`config.mk`:
```
export PLATFORM = sky130hd
export DESIGN_NAME = dpgio_top
export DESIGN_NICKNAME = d
export VERILOG_FILES = /design/src/dpgio_pkg.sv /design/src/dpgio_sync.sv /design/src/dpgio_edge_det.sv /design/src/dpgio_top.sv
export SDC_FILE = /design/constraint.sdc
export NUM_CORES = 1
export LEC_CHECK = 0
export BUFFER_PORTS_ARGS = -buffer_cell sky130_fd_sc_hd__buf_2
export CORE_ASPECT_RATIO = 0.6
export CORE_UTILIZATION = 32
export DETAILED_ROUTE_END_ITERATION = 8
export MAX_ROUTING_LAYER = met4
export SLEW_MARGIN = 20
export SYNTH_ARGS = -nofsm -noshare
export SYNTH_HDL_FRONTEND = slang
export SYNTH_SLANG_ARGS = --single-unit
```
`constraint.sdc`:
```
create_clock -name clk_sys_i -period 2 [get_ports clk_sys_i]
set_input_delay 0.5 -clock clk_sys_i [delete_from_list [all_inputs] [get_ports clk_sys_i]]
set_output_delay 0.5 -clock clk_sys_i [all_outputs]
set_load 0.01 [all_outputs]
```
`src/dpgio_pkg.sv`:
```
// Shared constants, types and decode helpers for the dual 8-bit GPIO block
package dpgio_pkg;

	localparam int unsigned DW = 8;
	localparam int unsigned AW = 7;
	localparam int unsigned BUS_W = 32;

	// Register indices; the byte address is four times the index
	localparam logic [4:0] IDX_EDGE_SEL = 5'h0c;
	localparam logic [4:0] IDX_PA_IE = 5'h0d;
	localparam logic [4:0] IDX_PB_IE = 5'h0e;
	localparam logic [4:0] IDX_PA_DATA = 5'h10;
	localparam logic [4:0] IDX_PA_DIR = 5'h11;
	localparam logic [4:0] IDX_PA_PU = 5'h12;
	localparam logic [4:0] IDX_PA_PD = 5'h13;
	localparam logic [4:0] IDX_PB_DATA = 5'h14;
	localparam logic [4:0] IDX_PB_DIR = 5'h15;
	localparam logic [4:0] IDX_PB_PU = 5'h16;
	localparam logic [4:0] IDX_PB_PD = 5'h17;
	localparam logic [4:0] IDX_IRQ_STAT = 5'h18;
	localparam logic [4:0] IDX_IRQ_MASK = 5'h19;
	localparam logic [4:0] IDX_CLK_MODE = 5'h1a;

	// Reset values and implemented-bit masks
	localparam logic [7:0] GPIO_RST = 8'h00;
	localparam logic [7:0] PA_IE_RST = 8'hf9;
	localparam logic [7:0] PA_IE_MASK = 8'hf9;
	localparam logic [7:0] PB_IE_RST = 8'h81;
	localparam logic [7:0] PB_IE_MASK = 8'h81;
	localparam logic [3:0] EDGE_RST = 4'h0;
	localparam logic [2:0] IRQ_RST = 3'h0;
	localparam logic [0:0] CLK_MODE_RST = 1'h0;

	// Field positions
	localparam int unsigned EDGE_PA0_LSB = 0;
	localparam int unsigned EDGE_PB0_LSB = 2;
	localparam int unsigned PIN_PA_IRQ = 0;
	localparam int unsigned PIN_PB_IRQ = 0;
	localparam int unsigned PIN_EXT_RST = 5;
	localparam int unsigned PIN_PB_SEVEN = 7;
	localparam int unsigned IRQ_PA0 = 0;
	localparam int unsigned IRQ_PB0 = 1;
	localparam int unsigned IRQ_WAKE = 2;
	localparam int unsigned IRQ_W = 3;

	// Sync depth of the pin synchroniser
	localparam int unsigned SYNC_STAGES = 2;

	typedef enum logic [1:0] {
		EDGE_BOTH = 2'b00,
		EDGE_RISE = 2'b01,
		EDGE_FALL = 2'b10,
		EDGE_RSVD = 2'b11
	} dpgio_edge_t;

	typedef enum logic {
		BUS_IDLE = 1'b0,
		BUS_ACK = 1'b1
	} dpgio_bus_t;

	// Pad controls of one port
	typedef struct packed {
		logic [7:0] out;
		logic [7:0] oe;
		logic [7:0] pu;
		logic [7:0] pd;
	} dpgio_pad_t;

	// Edge match for a given select code; reserved code never matches
	function automatic logic edge_hit(input logic prev, input logic cur, input dpgio_edge_t sel);
		logic rise;
		logic fall;
		rise = ~prev & cur;
		fall = prev & ~cur;
		case (sel)
			EDGE_BOTH: edge_hit = rise | fall;
			EDGE_RISE: edge_hit = rise;
			EDGE_FALL: edge_hit = fall;
			default: edge_hit = 1'b0;
		endcase
	endfunction : edge_hit

endpackage : dpgio_pkg

```
`src/dpgio_sync.sv`:
```
// Two-flop synchroniser for pad inputs
`timescale 1ns/1ns
`default_nettype none
module dpgio_sync #(
	parameter int unsigned W = 8
) (
	// Clock and reset
	input wire logic clk_sys_i,
	input wire logic arst_n_i,
	// Data
	input wire logic [W-1:0] async_i,
	output logic [W-1:0] sync_o
);

	logic [W-1:0] meta;

	// First stage feeds only the second
	always_ff @(posedge clk_sys_i or negedge arst_n_i)
	begin
		if (!arst_n_i)
		begin
			meta <= '0;
			sync_o <= '0;
		end
		else
		begin
			meta <= async_i;
			sync_o <= meta;
		end
	end

	a_sync_two_stage: assert property (@(posedge clk_sys_i) disable iff (!arst_n_i)
		$past(arst_n_i, 2) |-> sync_o == $past(async_i, 2))
		else $error("pin synchroniser latency is not two cycles");

endmodule : dpgio_sync
`default_nettype wire

```
`src/dpgio_edge_det.sv`:
```
// Selectable edge detector for one external interrupt pin
`timescale 1ns/1ns
`default_nettype none
module dpgio_edge_det (
	// Clock and reset
	input wire logic clk_sys_i,
	input wire logic arst_n_i,
	// Pin level, already synchronised, and its controls
	input wire logic level_i,
	input wire logic enable_i,
	input wire dpgio_pkg::dpgio_edge_t sel_i,
	// Event pulse
	output logic event_o
);

	logic prev;

	always_ff @(posedge clk_sys_i or negedge arst_n_i)
	begin
		if (!arst_n_i)
		begin
			prev <= 1'b0;
			event_o <= 1'b0;
		end
		else
		begin
			prev <= level_i;
			event_o <= enable_i & dpgio_pkg::edge_hit(prev, level_i, sel_i);
		end
	end

	a_edge_rise_code: assert property (@(posedge clk_sys_i) disable iff (!arst_n_i)
		(enable_i && sel_i == dpgio_pkg::EDGE_RISE && !prev && level_i) |=> event_o)
		else $error("rising edge with code 01 gave no event");

	a_edge_fall_code: assert property (@(posedge clk_sys_i) disable iff (!arst_n_i)
		(sel_i == dpgio_pkg::EDGE_FALL && !(prev && !level_i)) |=> !event_o)
		else $error("code 10 gave an event without a falling edge");

endmodule : dpgio_edge_det
`default_nettype wire

```
`src/dpgio_top.sv`:
```
// Dual 8-bit GPIO port with Avalon-MM register slave, wake-up and pin interrupts
//
// What this block does
// - Port B input-enable bit 7 enables input and wake-up on port B pin seven, resets to 1, write-only.
// - Port B input-enable bit 0 gates input, wake-up and interrupt of port B pin zero, resets to 1.
// - Each port has an 8-bit read/write output data register, reset 0x00, driving output pins.
// - Each port has an 8-bit direction register, reset 0x00, 0 input and 1 output.
// - Each port has an 8-bit pull-up enable register, reset 0x00, 1 turns the pull-up on.
// - Each port has an 8-bit pull-down enable register, reset 0x00, 1 turns the pull-down on.
// - An input pin may have pull-up and pull-down in any combination, and floats with neither.
// - A pin driving low has both pulls forced off whatever their enable bits say.
// - Reading a data register returns the stored bit, not the pad, for every output pin.
// - In power-down a toggle on an input pin with input enabled wakes the system.
// - Clock mode bit 0 turns port A pin five, as input, into the external reset input.
// - A build option selects normal or strong drive for some pins.
// - Edge select codes are 00 both edges, 01 rising, 10 falling, 11 reserved.
//
// Implementation choice: the Avalon-MM slave port.
`timescale 1ns/1ns
`default_nettype none
module dpgio_top #(
	parameter logic [7:0] STRONG_DRIVE_A = 8'h00,
	parameter logic [7:0] STRONG_DRIVE_B = 8'h00
) (
	// Clock and reset
	input wire logic clk_sys_i,
	input wire logic arst_n_i,
	// Avalon-MM slave
	input wire logic [dpgio_pkg::AW-1:0] avs_address_i,
	input wire logic avs_read_i,
	input wire logic avs_write_i,
	input wire logic [dpgio_pkg::BUS_W-1:0] avs_writedata_i,
	input wire logic [3:0] avs_byteenable_i,
	output logic [dpgio_pkg::BUS_W-1:0] avs_readdata_o,
	output logic avs_waitrequest_o,
	// Pads
	input wire logic [7:0] pad_a_i,
	input wire logic [7:0] pad_b_i,
	output var dpgio_pkg::dpgio_pad_t pad_a_o,
	output var dpgio_pkg::dpgio_pad_t pad_b_o,
	output logic [7:0] strong_a_o,
	output logic [7:0] strong_b_o,
	// System
	input wire logic power_down_i,
	output logic wake_o,
	output logic ext_reset_o,
	output logic irq_o
);

	dpgio_pkg::dpgio_bus_t bus_state;
	logic [7:0] pa_data;
	logic [7:0] pa_dir;
	logic [7:0] pa_pu;
	logic [7:0] pa_pd;
	logic [7:0] pb_data;
	logic [7:0] pb_dir;
	logic [7:0] pb_pu;
	logic [7:0] pb_pd;
	logic [7:0] pa_ie;
	logic [7:0] pb_ie;
	logic [3:0] edge_sel;
	logic [0:0] clk_mode;
	logic [dpgio_pkg::IRQ_W-1:0] irq_stat;
	logic [dpgio_pkg::IRQ_W-1:0] irq_mask;
	logic [7:0] pa_sync;
	logic [7:0] pb_sync;
	logic [7:0] pa_prev;
	logic [7:0] pb_prev;
	logic [7:0] pa_ie_eff;
	logic [7:0] pb_ie_eff;
	logic [7:0] pa_rd;
	logic [7:0] pb_rd;
	logic [4:0] idx;
	logic aligned;
	logic req;
	logic take;
	logic wr_en;
	logic wake_hit;
	logic pa0_evt;
	logic pb0_evt;
	logic [dpgio_pkg::IRQ_W-1:0] irq_set;
	logic [dpgio_pkg::IRQ_W-1:0] irq_clr;
	logic [dpgio_pkg::BUS_W-1:0] next_rdata;

	// Pad inputs
	dpgio_sync #(
		.W(8)
	) u_sync_a (
		.clk_sys_i(clk_sys_i),
		.arst_n_i(arst_n_i),
		.async_i(pad_a_i),
		.sync_o(pa_sync)
	);

	dpgio_sync #(
		.W(8)
	) u_sync_b (
		.clk_sys_i(clk_sys_i),
		.arst_n_i(arst_n_i),
		.async_i(pad_b_i),
		.sync_o(pb_sync)
	);

	// Bus handshake: one wait cycle, then the request is taken
	assign req = avs_read_i | avs_write_i;
	assign idx = avs_address_i[6:2];
	assign aligned = (avs_address_i[1:0] == 2'b00);
	assign avs_waitrequest_o = req & (bus_state == dpgio_pkg::BUS_IDLE);
	assign take = req & (bus_state == dpgio_pkg::BUS_ACK);
	assign wr_en = take & avs_write_i & aligned & avs_byteenable_i[0];

	always_ff @(posedge clk_sys_i or negedge arst_n_i)
	begin
		if (!arst_n_i)
		begin
			bus_state <= dpgio_pkg::BUS_IDLE;
		end
		else
		begin
			case (bus_state)
				dpgio_pkg::BUS_IDLE: bus_state <= req ? dpgio_pkg::BUS_ACK : dpgio_pkg::BUS_IDLE;
				dpgio_pkg::BUS_ACK: bus_state <= dpgio_pkg::BUS_IDLE;
				default: bus_state <= dpgio_pkg::BUS_IDLE;
			endcase
		end
	end

	// Port configuration registers
	always_ff @(posedge clk_sys_i or negedge arst_n_i)
	begin
		if (!arst_n_i)
		begin
			pa_data <= dpgio_pkg::GPIO_RST;
			pa_dir <= dpgio_pkg::GPIO_RST;
			pa_pu <= dpgio_pkg::GPIO_RST;
			pa_pd <= dpgio_pkg::GPIO_RST;
			pb_data <= dpgio_pkg::GPIO_RST;
			pb_dir <= dpgio_pkg::GPIO_RST;
			pb_pu <= dpgio_pkg::GPIO_RST;
			pb_pd <= dpgio_pkg::GPIO_RST;
		end
		else if (wr_en)
		begin
			case (idx)
				dpgio_pkg::IDX_PA_DATA: pa_data <= avs_writedata_i[7:0];
				dpgio_pkg::IDX_PA_DIR: pa_dir <= avs_writedata_i[7:0];
				dpgio_pkg::IDX_PA_PU: pa_pu <= avs_writedata_i[7:0];
				dpgio_pkg::IDX_PA_PD: pa_pd <= avs_writedata_i[7:0];
				dpgio_pkg::IDX_PB_DATA: pb_data <= avs_writedata_i[7:0];
				dpgio_pkg::IDX_PB_DIR: pb_dir <= avs_writedata_i[7:0];
				dpgio_pkg::IDX_PB_PU: pb_pu <= avs_writedata_i[7:0];
				dpgio_pkg::IDX_PB_PD: pb_pd <= avs_writedata_i[7:0];
				default: ;
			endcase
		end
	end

	// Input enables, edge select and clock mode; reserved bits stay zero
	always_ff @(posedge clk_sys_i or negedge arst_n_i)
	begin
		if (!arst_n_i)
		begin
			pa_ie <= dpgio_pkg::PA_IE_RST;
			pb_ie <= dpgio_pkg::PB_IE_RST;
			edge_sel <= dpgio_pkg::EDGE_RST;
			clk_mode <= dpgio_pkg::CLK_MODE_RST;
		end
		else if (wr_en)
		begin
			case (idx)
				dpgio_pkg::IDX_PA_IE: pa_ie <= avs_writedata_i[7:0] & dpgio_pkg::PA_IE_MASK;
				dpgio_pkg::IDX_PB_IE: pb_ie <= avs_writedata_i[7:0] & dpgio_pkg::PB_IE_MASK;
				dpgio_pkg::IDX_EDGE_SEL: edge_sel <= avs_writedata_i[3:0];
				dpgio_pkg::IDX_CLK_MODE: clk_mode <= avs_writedata_i[0:0];
				default: ;
			endcase
		end
	end

	// Reserved enable positions have no gate, so those pins stay enabled
	assign pa_ie_eff = pa_ie | ~dpgio_pkg::PA_IE_MASK;
	assign pb_ie_eff = pb_ie | ~dpgio_pkg::PB_IE_MASK;

	// Output pins read back their stored bit; disabled inputs read zero
	assign pa_rd = (pa_dir & pa_data) | (~pa_dir & pa_sync & pa_ie_eff);
	assign pb_rd = (pb_dir & pb_data) | (~pb_dir & pb_sync & pb_ie_eff);

	// Pad drive; pulls drop out only when the pin drives low
	always_comb
	begin
		pad_a_o.out = pa_data;
		pad_a_o.oe = pa_dir;
		pad_a_o.pu = pa_pu & ~(pa_dir & ~pa_data);
		pad_a_o.pd = pa_pd & ~(pa_dir & ~pa_data);
		pad_b_o.out = pb_data;
		pad_b_o.oe = pb_dir;
		pad_b_o.pu = pb_pu & ~(pb_dir & ~pb_data);
		pad_b_o.pd = pb_pd & ~(pb_dir & ~pb_data);
	end

	// Drive strength is fixed at build time
	assign strong_a_o = STRONG_DRIVE_A;
	assign strong_b_o = STRONG_DRIVE_B;

	// Read mux; write-only and unmapped words read as zero
	always_comb
	begin
		next_rdata = '0;
		if (aligned)
		begin
			case (idx)
				dpgio_pkg::IDX_PA_DATA: next_rdata[7:0] = pa_rd;
				dpgio_pkg::IDX_PA_DIR: next_rdata[7:0] = pa_dir;
				dpgio_pkg::IDX_PA_PU: next_rdata[7:0] = pa_pu;
				dpgio_pkg::IDX_PA_PD: next_rdata[7:0] = pa_pd;
				dpgio_pkg::IDX_PB_DATA: next_rdata[7:0] = pb_rd;
				dpgio_pkg::IDX_PB_DIR: next_rdata[7:0] = pb_dir;
				dpgio_pkg::IDX_PB_PU: next_rdata[7:0] = pb_pu;
				dpgio_pkg::IDX_PB_PD: next_rdata[7:0] = pb_pd;
				dpgio_pkg::IDX_IRQ_STAT: next_rdata[dpgio_pkg::IRQ_W-1:0] = irq_stat;
				dpgio_pkg::IDX_IRQ_MASK: next_rdata[dpgio_pkg::IRQ_W-1:0] = irq_mask;
				dpgio_pkg::IDX_CLK_MODE: next_rdata[0:0] = clk_mode;
				default: next_rdata = '0;
			endcase
		end
	end

	// Captured in the wait cycle, so it stands at the taking edge
	always_ff @(posedge clk_sys_i or negedge arst_n_i)
	begin
		if (!arst_n_i)
		begin
			avs_readdata_o <= '0;
		end
		else if (avs_read_i && bus_state == dpgio_pkg::BUS_IDLE)
		begin
			avs_readdata_o <= next_rdata;
		end
	end

	// Pin interrupt sources
	dpgio_edge_det u_edge_pa0 (
		.clk_sys_i(clk_sys_i),
		.arst_n_i(arst_n_i),
		.level_i(pa_sync[dpgio_pkg::PIN_PA_IRQ]),
		.enable_i(pa_ie_eff[dpgio_pkg::PIN_PA_IRQ]),
		.sel_i(dpgio_pkg::dpgio_edge_t'(edge_sel[dpgio_pkg::EDGE_PA0_LSB +: 2])),
		.event_o(pa0_evt)
	);

	dpgio_edge_det u_edge_pb0 (
		.clk_sys_i(clk_sys_i),
		.arst_n_i(arst_n_i),
		.level_i(pb_sync[dpgio_pkg::PIN_PB_IRQ]),
		.enable_i(pb_ie_eff[dpgio_pkg::PIN_PB_IRQ]),
		.sel_i(dpgio_pkg::dpgio_edge_t'(edge_sel[dpgio_pkg::EDGE_PB0_LSB +: 2])),
		.event_o(pb0_evt)
	);

	// Wake on any toggle of an enabled input pin while powered down
	always_ff @(posedge clk_sys_i or negedge arst_n_i)
	begin
		if (!arst_n_i)
		begin
			pa_prev <= 8'h00;
			pb_prev <= 8'h00;
		end
		else
		begin
			pa_prev <= pa_sync;
			pb_prev <= pb_sync;
		end
	end

	assign wake_hit = power_down_i &
		(|(((pa_prev ^ pa_sync) & ~pa_dir & pa_ie_eff) | ((pb_prev ^ pb_sync) & ~pb_dir & pb_ie_eff)));

	always_ff @(posedge clk_sys_i or negedge arst_n_i)
	begin
		if (!arst_n_i)
		begin
			wake_o <= 1'b0;
		end
		else
		begin
			wake_o <= wake_hit;
		end
	end

	// External reset: active-low level on the pin when enabled and input
	always_ff @(posedge clk_sys_i or negedge arst_n_i)
	begin
		if (!arst_n_i)
		begin
			ext_reset_o <= 1'b0;
		end
		else
		begin
			ext_reset_o <= clk_mode[0] & ~pa_dir[dpgio_pkg::PIN_EXT_RST] &
				~pa_sync[dpgio_pkg::PIN_EXT_RST];
		end
	end

	// Sticky status, write one to clear; a new event beats the clear
	assign irq_set = {wake_hit, pb0_evt, pa0_evt};
	assign irq_clr = (wr_en && idx == dpgio_pkg::IDX_IRQ_STAT) ?
		avs_writedata_i[dpgio_pkg::IRQ_W-1:0] : '0;

	always_ff @(posedge clk_sys_i or negedge arst_n_i)
	begin
		if (!arst_n_i)
		begin
			irq_stat <= dpgio_pkg::IRQ_RST;
			irq_mask <= dpgio_pkg::IRQ_RST;
		end
		else
		begin
			irq_stat <= (irq_stat & ~irq_clr) | irq_set;
			if (wr_en && idx == dpgio_pkg::IDX_IRQ_MASK)
			begin
				irq_mask <= avs_writedata_i[dpgio_pkg::IRQ_W-1:0];
			end
		end
	end

	assign irq_o = |(irq_stat & irq_mask);

	a_pb7_in_gate: assert property (@(posedge clk_sys_i) disable iff (!arst_n_i)
		(!pb_ie[dpgio_pkg::PIN_PB_SEVEN] && !pb_dir[dpgio_pkg::PIN_PB_SEVEN])
		|-> !pb_rd[dpgio_pkg::PIN_PB_SEVEN])
		else $error("disabled port B pin seven still reads its pad");
	a_pb0_irq_block: assert property (@(posedge clk_sys_i) disable iff (!arst_n_i)
		!$past(pb_ie[dpgio_pkg::PIN_PB_IRQ]) |-> !pb0_evt)
		else $error("port B pin zero interrupt while input disabled");
	a_data_write_a: assert property (@(posedge clk_sys_i) disable iff (!arst_n_i)
		(wr_en && idx == dpgio_pkg::IDX_PA_DATA) |=> pad_a_o.out == $past(avs_writedata_i[7:0]))
		else $error("port A data write not driven to pads");
	a_dir_write_b: assert property (@(posedge clk_sys_i) disable iff (!arst_n_i)
		(wr_en && idx == dpgio_pkg::IDX_PB_DIR) |=> pad_b_o.oe == $past(avs_writedata_i[7:0]))
		else $error("port B direction write not seen on output enables");
	a_input_pulls: assert property (@(posedge clk_sys_i) disable iff (!arst_n_i)
		!pa_dir[3] |-> (pad_a_o.pu[3] == pa_pu[3] && pad_a_o.pd[3] == pa_pd[3]))
		else $error("input pin pulls do not follow their enables");
	a_low_no_pull: assert property (@(posedge clk_sys_i) disable iff (!arst_n_i)
		(((pad_b_o.pu | pad_b_o.pd) & pad_b_o.oe & ~pad_b_o.out) == 8'h00)
		&& (((pad_a_o.pu | pad_a_o.pd) & pad_a_o.oe & ~pad_a_o.out) == 8'h00))
		else $error("pull left on at a pin driving low");
	a_read_out_bit: assert property (@(posedge clk_sys_i) disable iff (!arst_n_i)
		(take && avs_read_i && aligned && idx == dpgio_pkg::IDX_PA_DATA)
		|-> ((avs_readdata_o[7:0] ^ pa_data) & pa_dir) == 8'h00)
		else $error("output pin read returned pad instead of register");
	a_wake_toggle: assert property (@(posedge clk_sys_i) disable iff (!arst_n_i)
		(power_down_i && !pb_dir[0] && pb_ie[0] && (pb_prev[0] != pb_sync[0])) |=> wake_o)
		else $error("enabled input toggle in power-down did not wake");
	a_ext_reset: assert property (@(posedge clk_sys_i) disable iff (!arst_n_i)
		(!clk_mode[0]) |=> !ext_reset_o)
		else $error("external reset asserted while not enabled");
	a_ack_one_wait: assert property (@(posedge clk_sys_i) disable iff (!arst_n_i)
		(req && bus_state == dpgio_pkg::BUS_IDLE) |=> !avs_waitrequest_o)
		else $error("bus request not answered after one wait cycle");
	a_set_beats_clear: assert property (@(posedge clk_sys_i) disable iff (!arst_n_i)
		irq_set[dpgio_pkg::IRQ_PA0] |=> irq_stat[dpgio_pkg::IRQ_PA0])
		else $error("status event lost");
endmodule : dpgio_top
`default_nettype wire

```
==> results of run 1 <==
## logic make-up (layout without fill, tap and decap cells)
| group | after synthesis | after routing |
|---|---|---|
| AOI/OAI and AO/OA | 62 | 62 |
| xor gates and xnor gates | 14 | 14 |
| adders and majority gates | 4 | 4 |
| buffers and inverters | 72 | 193 |
| DFF | 144 | 144 |
| muxes | 101 | 101 |
| other | 1 | 40 |
| and+or+nand+nor | 144 | 144 |
## metrics by stage
stage / worst slack, ns / utilization / area (um^2)
floorplan: 0.2661 / - / 6895
global placement: -0.05091 / 0.3796 / 7714
detailed placement: -0.06529 / 0.3796 / 7714
CTS: -0.06917 / 0.4088 / 8307
global route: -0.09067 / 0.4092 / 8315
finish: -0.05961 / 0.4092 / 8315
## cell usage after synthesis (4+ instances only)
master    number
dfrtp_1      136
mux2_1        86
buf_4         46
and2_1        36
nand2_1       23
nand2b_1      18
nor2_1        16
nand3b_1      10
o21ai_1       10
xnor2_1        9
a21oi_1        8
buf_2          8
dfstp_2        8
nand3_1        8
inv_1          7
a22o_1         6
clkbuf_1       6
mux2_2         6
mux2i_1        6
o22ai_1        6
a32oi_1        5
and3b_1        5
xor2_1         5
a22oi_1        4
ha_1           4
nor2b_1        4
o21ai_0        4
## critical path, delay by kind of cell (launching register included)
kind                   cells  cell delay, ns
AOI/OAI and AO/OA          1            0.52
DFF                        1            0.38
buffers and inverters      2            0.24
## worst min path at each step
stage	endpoint	slack, ns
6_report	irq_mask[1]	-0.003
3_5_place_dp	u_sync_b.sync_o[1]	0.33
4_1_cts	irq_mask[1]	0.0004
3_3_place_gp	u_sync_b.sync_o[2]	0.33
2_1_floorplan	avs_readdata_o[0]	0.20
5_1_grt	irq_mask[1]	0.02
## area by class of cell
class	count	area share
Multi-Input combinational cell	365	0.3410
Sequential cell	144	0.4345
Clock buffer	18	0.05281
Tap cell	273	0.04108
Inverter	8	0.003611
Clock inverter	14	0.01580
Timing Repair Buffer	153	0.1112
## report_power, final
group,internal [mW],switching (mW)
Combinational,0.232,0.336
Sequential,3.03,0.0852
Clock,1.76,1.30
Total,5.02,1.72
## routing by layer
layer  GRT usage  part of all wire  up-vias
li1            -                 -     2125
met1      0.2894              0.54     2396
met2      0.2288              0.39      161
met3     0.04566             0.071       11
met4     0.03978            0.0065        0
met5           -                 0        -
## what timing repair did
action,4_1_cts,5_1_grt
pin swaps,1,0
resized for setup,0,2
buffers inserted,3,0
setup endpoints to repair,1,2
==> impl_metrics.yaml, run 1 <==
status:
  status: "complete, but fails checks"
  violations: "negative hold slack, negative setup slack"
critical_path:
  required_ns: 1.50
  end_kind: "primary output"
  path_max_fanout: 2
  worstPathArrival_ns: 1.56
  cp-startpoint: "irq_mask[2]"
  path_class: "reg2out"
  crit_chain: "a222oi_1 > inv_1 > buf_2"
  reg2regPathDepth: 5
  cp-start-kind: "flip-flop"
  regToRegStartpoint: "u_sync_b.sync_o[4]"
  crit_path_top_delay_cell: "a222oi_1"
  max_stage_delay_ns: 0.52
  crit_path_end: "irq_o"
  r2r_slack_ns: 0.18
  reg2reg_to: "irq_stat[2]"
placed_design:
  gp_congestion: 0.9252
  port_buffers: 112
  dp_cells: 940
  dp_hpwl_um: 13870
route:
  viasPerCell: 4.813
  drt-wirelength-per-cell_um: 18.85
  num_vias: 4693
  dr.pass1.iters: 4
  drcViolationCount: 0
  dr.first_iter.drc_count: 390
  wl_um: 18380
  antenna_left: 0
timing:
  slew_viol_final: 0
  worstMarginPinSlew_ns: 0.5075
  finalSetupViolCount: 1
  rsz0062_at_grt: "true"
  setup_ws_ns: -0.05961
  timing.fmax_mhz: 485.5
  max_slew_margin: 0.6617
  finalSetupTns_ns: -0.05961
  fin_crit_sh: 1.030
  hold_viol_final: 2
  skew_ns: 0.009419
  holdWs_ns: -0.002955
  finalCriticalPeriod_ns: 2.060
synthesis:
  synthSimpleGateAreaFrac: 0.1340
  synth_top_area_share: 0.5043
  synthDistinctLibCells: 58
  synthMuxAreaShare: 0.1724
  synthFlopType: "dfrtp_1"
  syn_area_mm2: 0.006749
  synth_fa_ha_area_frac: 0.007416
  synth_enable_flop_cells: 0
  synth_cells: 542
  ys_seq_area_frac: 0.5354
  synthTopCellsByArea: "dfrtp_1 50%, mux2_1 14%, buf_4 5.1%"
  yosysWarnings: 0
  post_synth.cell_area_avg_um2: 12.45
  synth-xor-area-share: 0.01817
  synth_area_leader_cell: "dfrtp_1"
  synth_compound_area_frac: 0.06377
  synthArstFlopShare: 1.000
  synth_top_family_by_area: "multiplexers"
  ys_seq_elements: 144
power:
  power.total_mw: 6.740
  power.leakage_nw: 4.197
  ir_drop_mv: 0.6342
  cellPowerDensity_mw_per_mm2: 810.6
die:
  io_pins: 180
  dieArea_mm2: 0.02169
  start_util: 0.3321
  design.core.area_mm2: 0.02032
  placementRows: 40
  die_height_um: 114.5
  die_w_um: 189.5
final_layout:
  multiInputGateArea_mm2: 0.002835
  synthToLayoutAreaGrowth_pct: 23.21
  seq_area_mm2: 0.003613
  layout_commonest_cell: "dfrtp_1"
  nets: 757
  fillers: 2002
  stdcell_count: 975
  diodes: 0
  drive_gt1_frac: 0.3105
  final_cell_mix: "136 x dfrtp_1, 111 x buf_2, 86 x mux2_1"
clocking:
  cts_hold_buffers: 0
  insertion_delay_ns: 0.42
  clk_path_buf_depth: 2
  clk_pin_slew_ns: 0.07
  cts_tree: "built"
  root_buffer: "clkbuf_16"
  numCtsBuffers: 17
  cts.sinks: 144
  htree_num_levels: 4
grt:
  grt_max_degree: 41
  grt-ovfl-total: 0
  grt_usage: 0.1843
  antenna_found_initial: 0
  grt_pass1_wl_um: 28250
  grt_pass1_vias: 4487
worst_hold_path:
  min_path_type: "in2async"
job:
  max_cap_viol_count: 0
(Power assumes the default switching activity.)
==> run 2: changes to the inputs <==
==> constraint.sdc (replaced) <==
create_clock -name clk_sys_i -period 1.7 [get_ports clk_sys_i]
set_input_delay 0.17 -clock clk_sys_i [delete_from_list [all_inputs] [get_ports clk_sys_i]]
set_output_delay 0.17 -clock clk_sys_i [all_outputs]
set_load 0.01 [all_outputs]
==> run 2 against run 1 <==
Against the previous run: the run ends with negative setup slack left; clock power increased by 17%; highest routed layer unchanged; total power increased by 18%; non-clock buffer count increased by 32; first-iteration DRC count decreased by 16%; critical path type is now reg2reg.
==> impl_metrics.yaml, run 2 (synthesis gave the netlist of run 1 again) <==
route:
  wl_met2_um: 7246
  antenna_left: 0
  dr.first_iter.drc_count: 329
  drt-wirelength-per-cell_um: 18.34
  drcViolationCount: 0
  viasPerCell: 4.776
  dr.pass1.iters: 4
  wl_met3_um: 1241
  top_layer: "met4"
  num_vias: 4814
  wl_um: 18480
  wl_met1_um: 9866
clocking:
  cts.sinks: 144
  insertion_delay_ns: 0.43
  cts_tree: "built"
  numCtsBuffers: 17
  htree_num_levels: 4
  root_buffer: "clkbuf_16"
  clk_path_buf_depth: 2
  clk_pin_slew_ns: 0.06
power:
  power.switching_mw: 2.063
  power_frac_seq: 0.459
  ir_drop_mv: 0.7207
  internal-power_mw: 5.906
  power.total_mw: 7.969
  power.leakage_nw: 4.366
  p_sw_frac: 0.2589
  cellPowerDensity_mw_per_mm2: 921.9
  p_clk_frac: 0.450
  combPwrFrac: 0.092
die:
  die_height_um: 114.5
  start_util: 0.3321
  die_w_um: 189.5
  dieArea_mm2: 0.02169
  io_pins: 180
  design.core.area_mm2: 0.02032
  placementRows: 40
timing:
  finalSetupTns_ns: -0.1571
  rsz0062_at_grt: "true"
  setup_ws_ns: -0.06404
  fin_crit_sh: 1.038
  worstMarginPinSlew_ns: 0.5329
  skew_ns: 0.01026
  max_slew_margin: 0.6448
  hold_viol_final: 0
  timing.fmax_mhz: 566.9
  slew_viol_final: 0
  finalCriticalPeriod_ns: 1.764
  finalSetupViolCount: 3
grt:
  grt_pass1_wl_um: 28080
  grt_pass1_vias: 4527
  grt_usage: 0.1828
  grt-ovfl-total: 0
  antenna_found_initial: 1
  grt_max_degree: 56
placed_design:
  gp_congestion: 0.9126
  dp_hpwl_um: 13910
  port_buffers: 112
final_layout:
  final_cell_mix: "136 x dfrtp_1, 111 x buf_2, 86 x mux2_1"
  layout_commonest_cell: "dfrtp_1"
  nets: 789
  drive_gt1_frac: 0.3215
  synthToLayoutAreaGrowth_pct: 28.09
critical_path:
  cp-startpoint: "u_sync_b.sync_o[4]"
  crit_path_top_delay_cell: "or4_4"
  worstPathArrival_ns: 2.08
  crit_chain: "xnor2_1 > o22ai_1 > or4_4 > o31a_1 > a21o_1"
  cp-start-kind: "flip-flop"
  path_max_fanout: 3
  max_stage_delay_ns: 0.56
  required_ns: 2.02
  regToRegStartpoint: "u_sync_b.sync_o[4]"
  end_kind: "flip-flop"
  reg2regPathDepth: 5
  path_class: "reg2reg"
job:
  max_cap_viol_count: 0
worst_hold_path:
  hold_path_depth: 3
  min_path_type: "in2reg"
  hold_start: "avs_read_i"
status:
  violations: "negative setup slack"
  status: "complete, but fails checks"
run 2: changes by cell type in the layout (fill, tap and decap cells not counted), moves of 2 or more:
cell,before,now
dlygate4sd3_1,0,17
and3b_1,5,3
buf_4,37,50
nand3_4,3,5
and3b_2,0,2
nand2_4,0,2
run 2: repair_timing:
item | 4_1_cts | 5_1_grt
endpoints found under the hold margin | 104 | 0
cloned | 0 | 0
setup endpoints to repair | 39 | 26
resized for setup | 5 | 6
pin swaps | 3 | 3
hold buffers | 17 | 0
setup buffers | 2 | 2
run 2: final timing paths:
kind                                      end  slack, ns
setup / recovery                  irq_stat[2]      -0.06
hold / removal                      bus_state       0.02
setup reg to reg                  irq_stat[2]      -0.06
hold reg to reg            u_sync_b.sync_o[5]       0.35
max in group asynchronous            pb_ie[7]       0.86
min in group asynchronous    u_sync_a.meta[2]       0.20
run 2: area by class of cell:
type	count	area (um^2)
tap	273	341.6
clock buffer	18	429.2
antenna	1	2.502
fill	1945	11670
inverter	8	30.03
sequential	144	3613
multi-input combinational	365	2870
clock inverter	14	133.9
timing repair buffer	185	1224
run 2: worst max-delay path: cells and delay by family (launching register included):
| family | cells | cell delay, ns |
|---|---|---|
| xor gates and xnor gates | 1 | 0.16 |
| and+or+nand+nor | 1 | 0.56 |
| DFF | 1 | 0.41 |
| AOI/OAI and AO/OA | 3 | 0.53 |
run 2: through the flow:
| step | instance area [um^2] | std cells | hold WS [ns] | util | worst slack [ns] |
|---|---|---|---|---|---|
| after floorplan | 6895 | 581 | -0.1256 | - | 0.1025 |
| after global placement | 7831 | 954 | 0.07661 | 0.3854 | -0.1055 |
| after detailed placement | 7831 | 954 | 0.07567 | 0.3854 | -0.1316 |
| after CTS | 8605 | 1005 | 0.0008778 | 0.4235 | -0.04140 |
| after global routing | 8642 | 1007 | 0.02151 | 0.4253 | -0.1327 |
| final | 8645 | 1008 | 0.01823 | 0.4254 | -0.06404 |
run 2: metal layers:
| metal | track usage | vias up |
|---|---|---|
| li1 | - | 2199 |
| met1 | 0.2851 | 2435 |
| met2 | 0.2291 | 166 |
| met3 | 0.04382 | 14 |
| met4 | 0.04247 | 0 |
| met5 | - | - |
run 2: power by group through the flow:
stage                     Sequential, mW  Clock [mW]  Combinational (mW)
after floorplan                     3.70           0               0.392
after global placement              3.71           0               0.677
after detailed placement            3.72           0               0.681
after CTS                           3.66        3.66               0.720
after global routing                3.67        3.82               0.800
final                               3.66        3.58               0.730
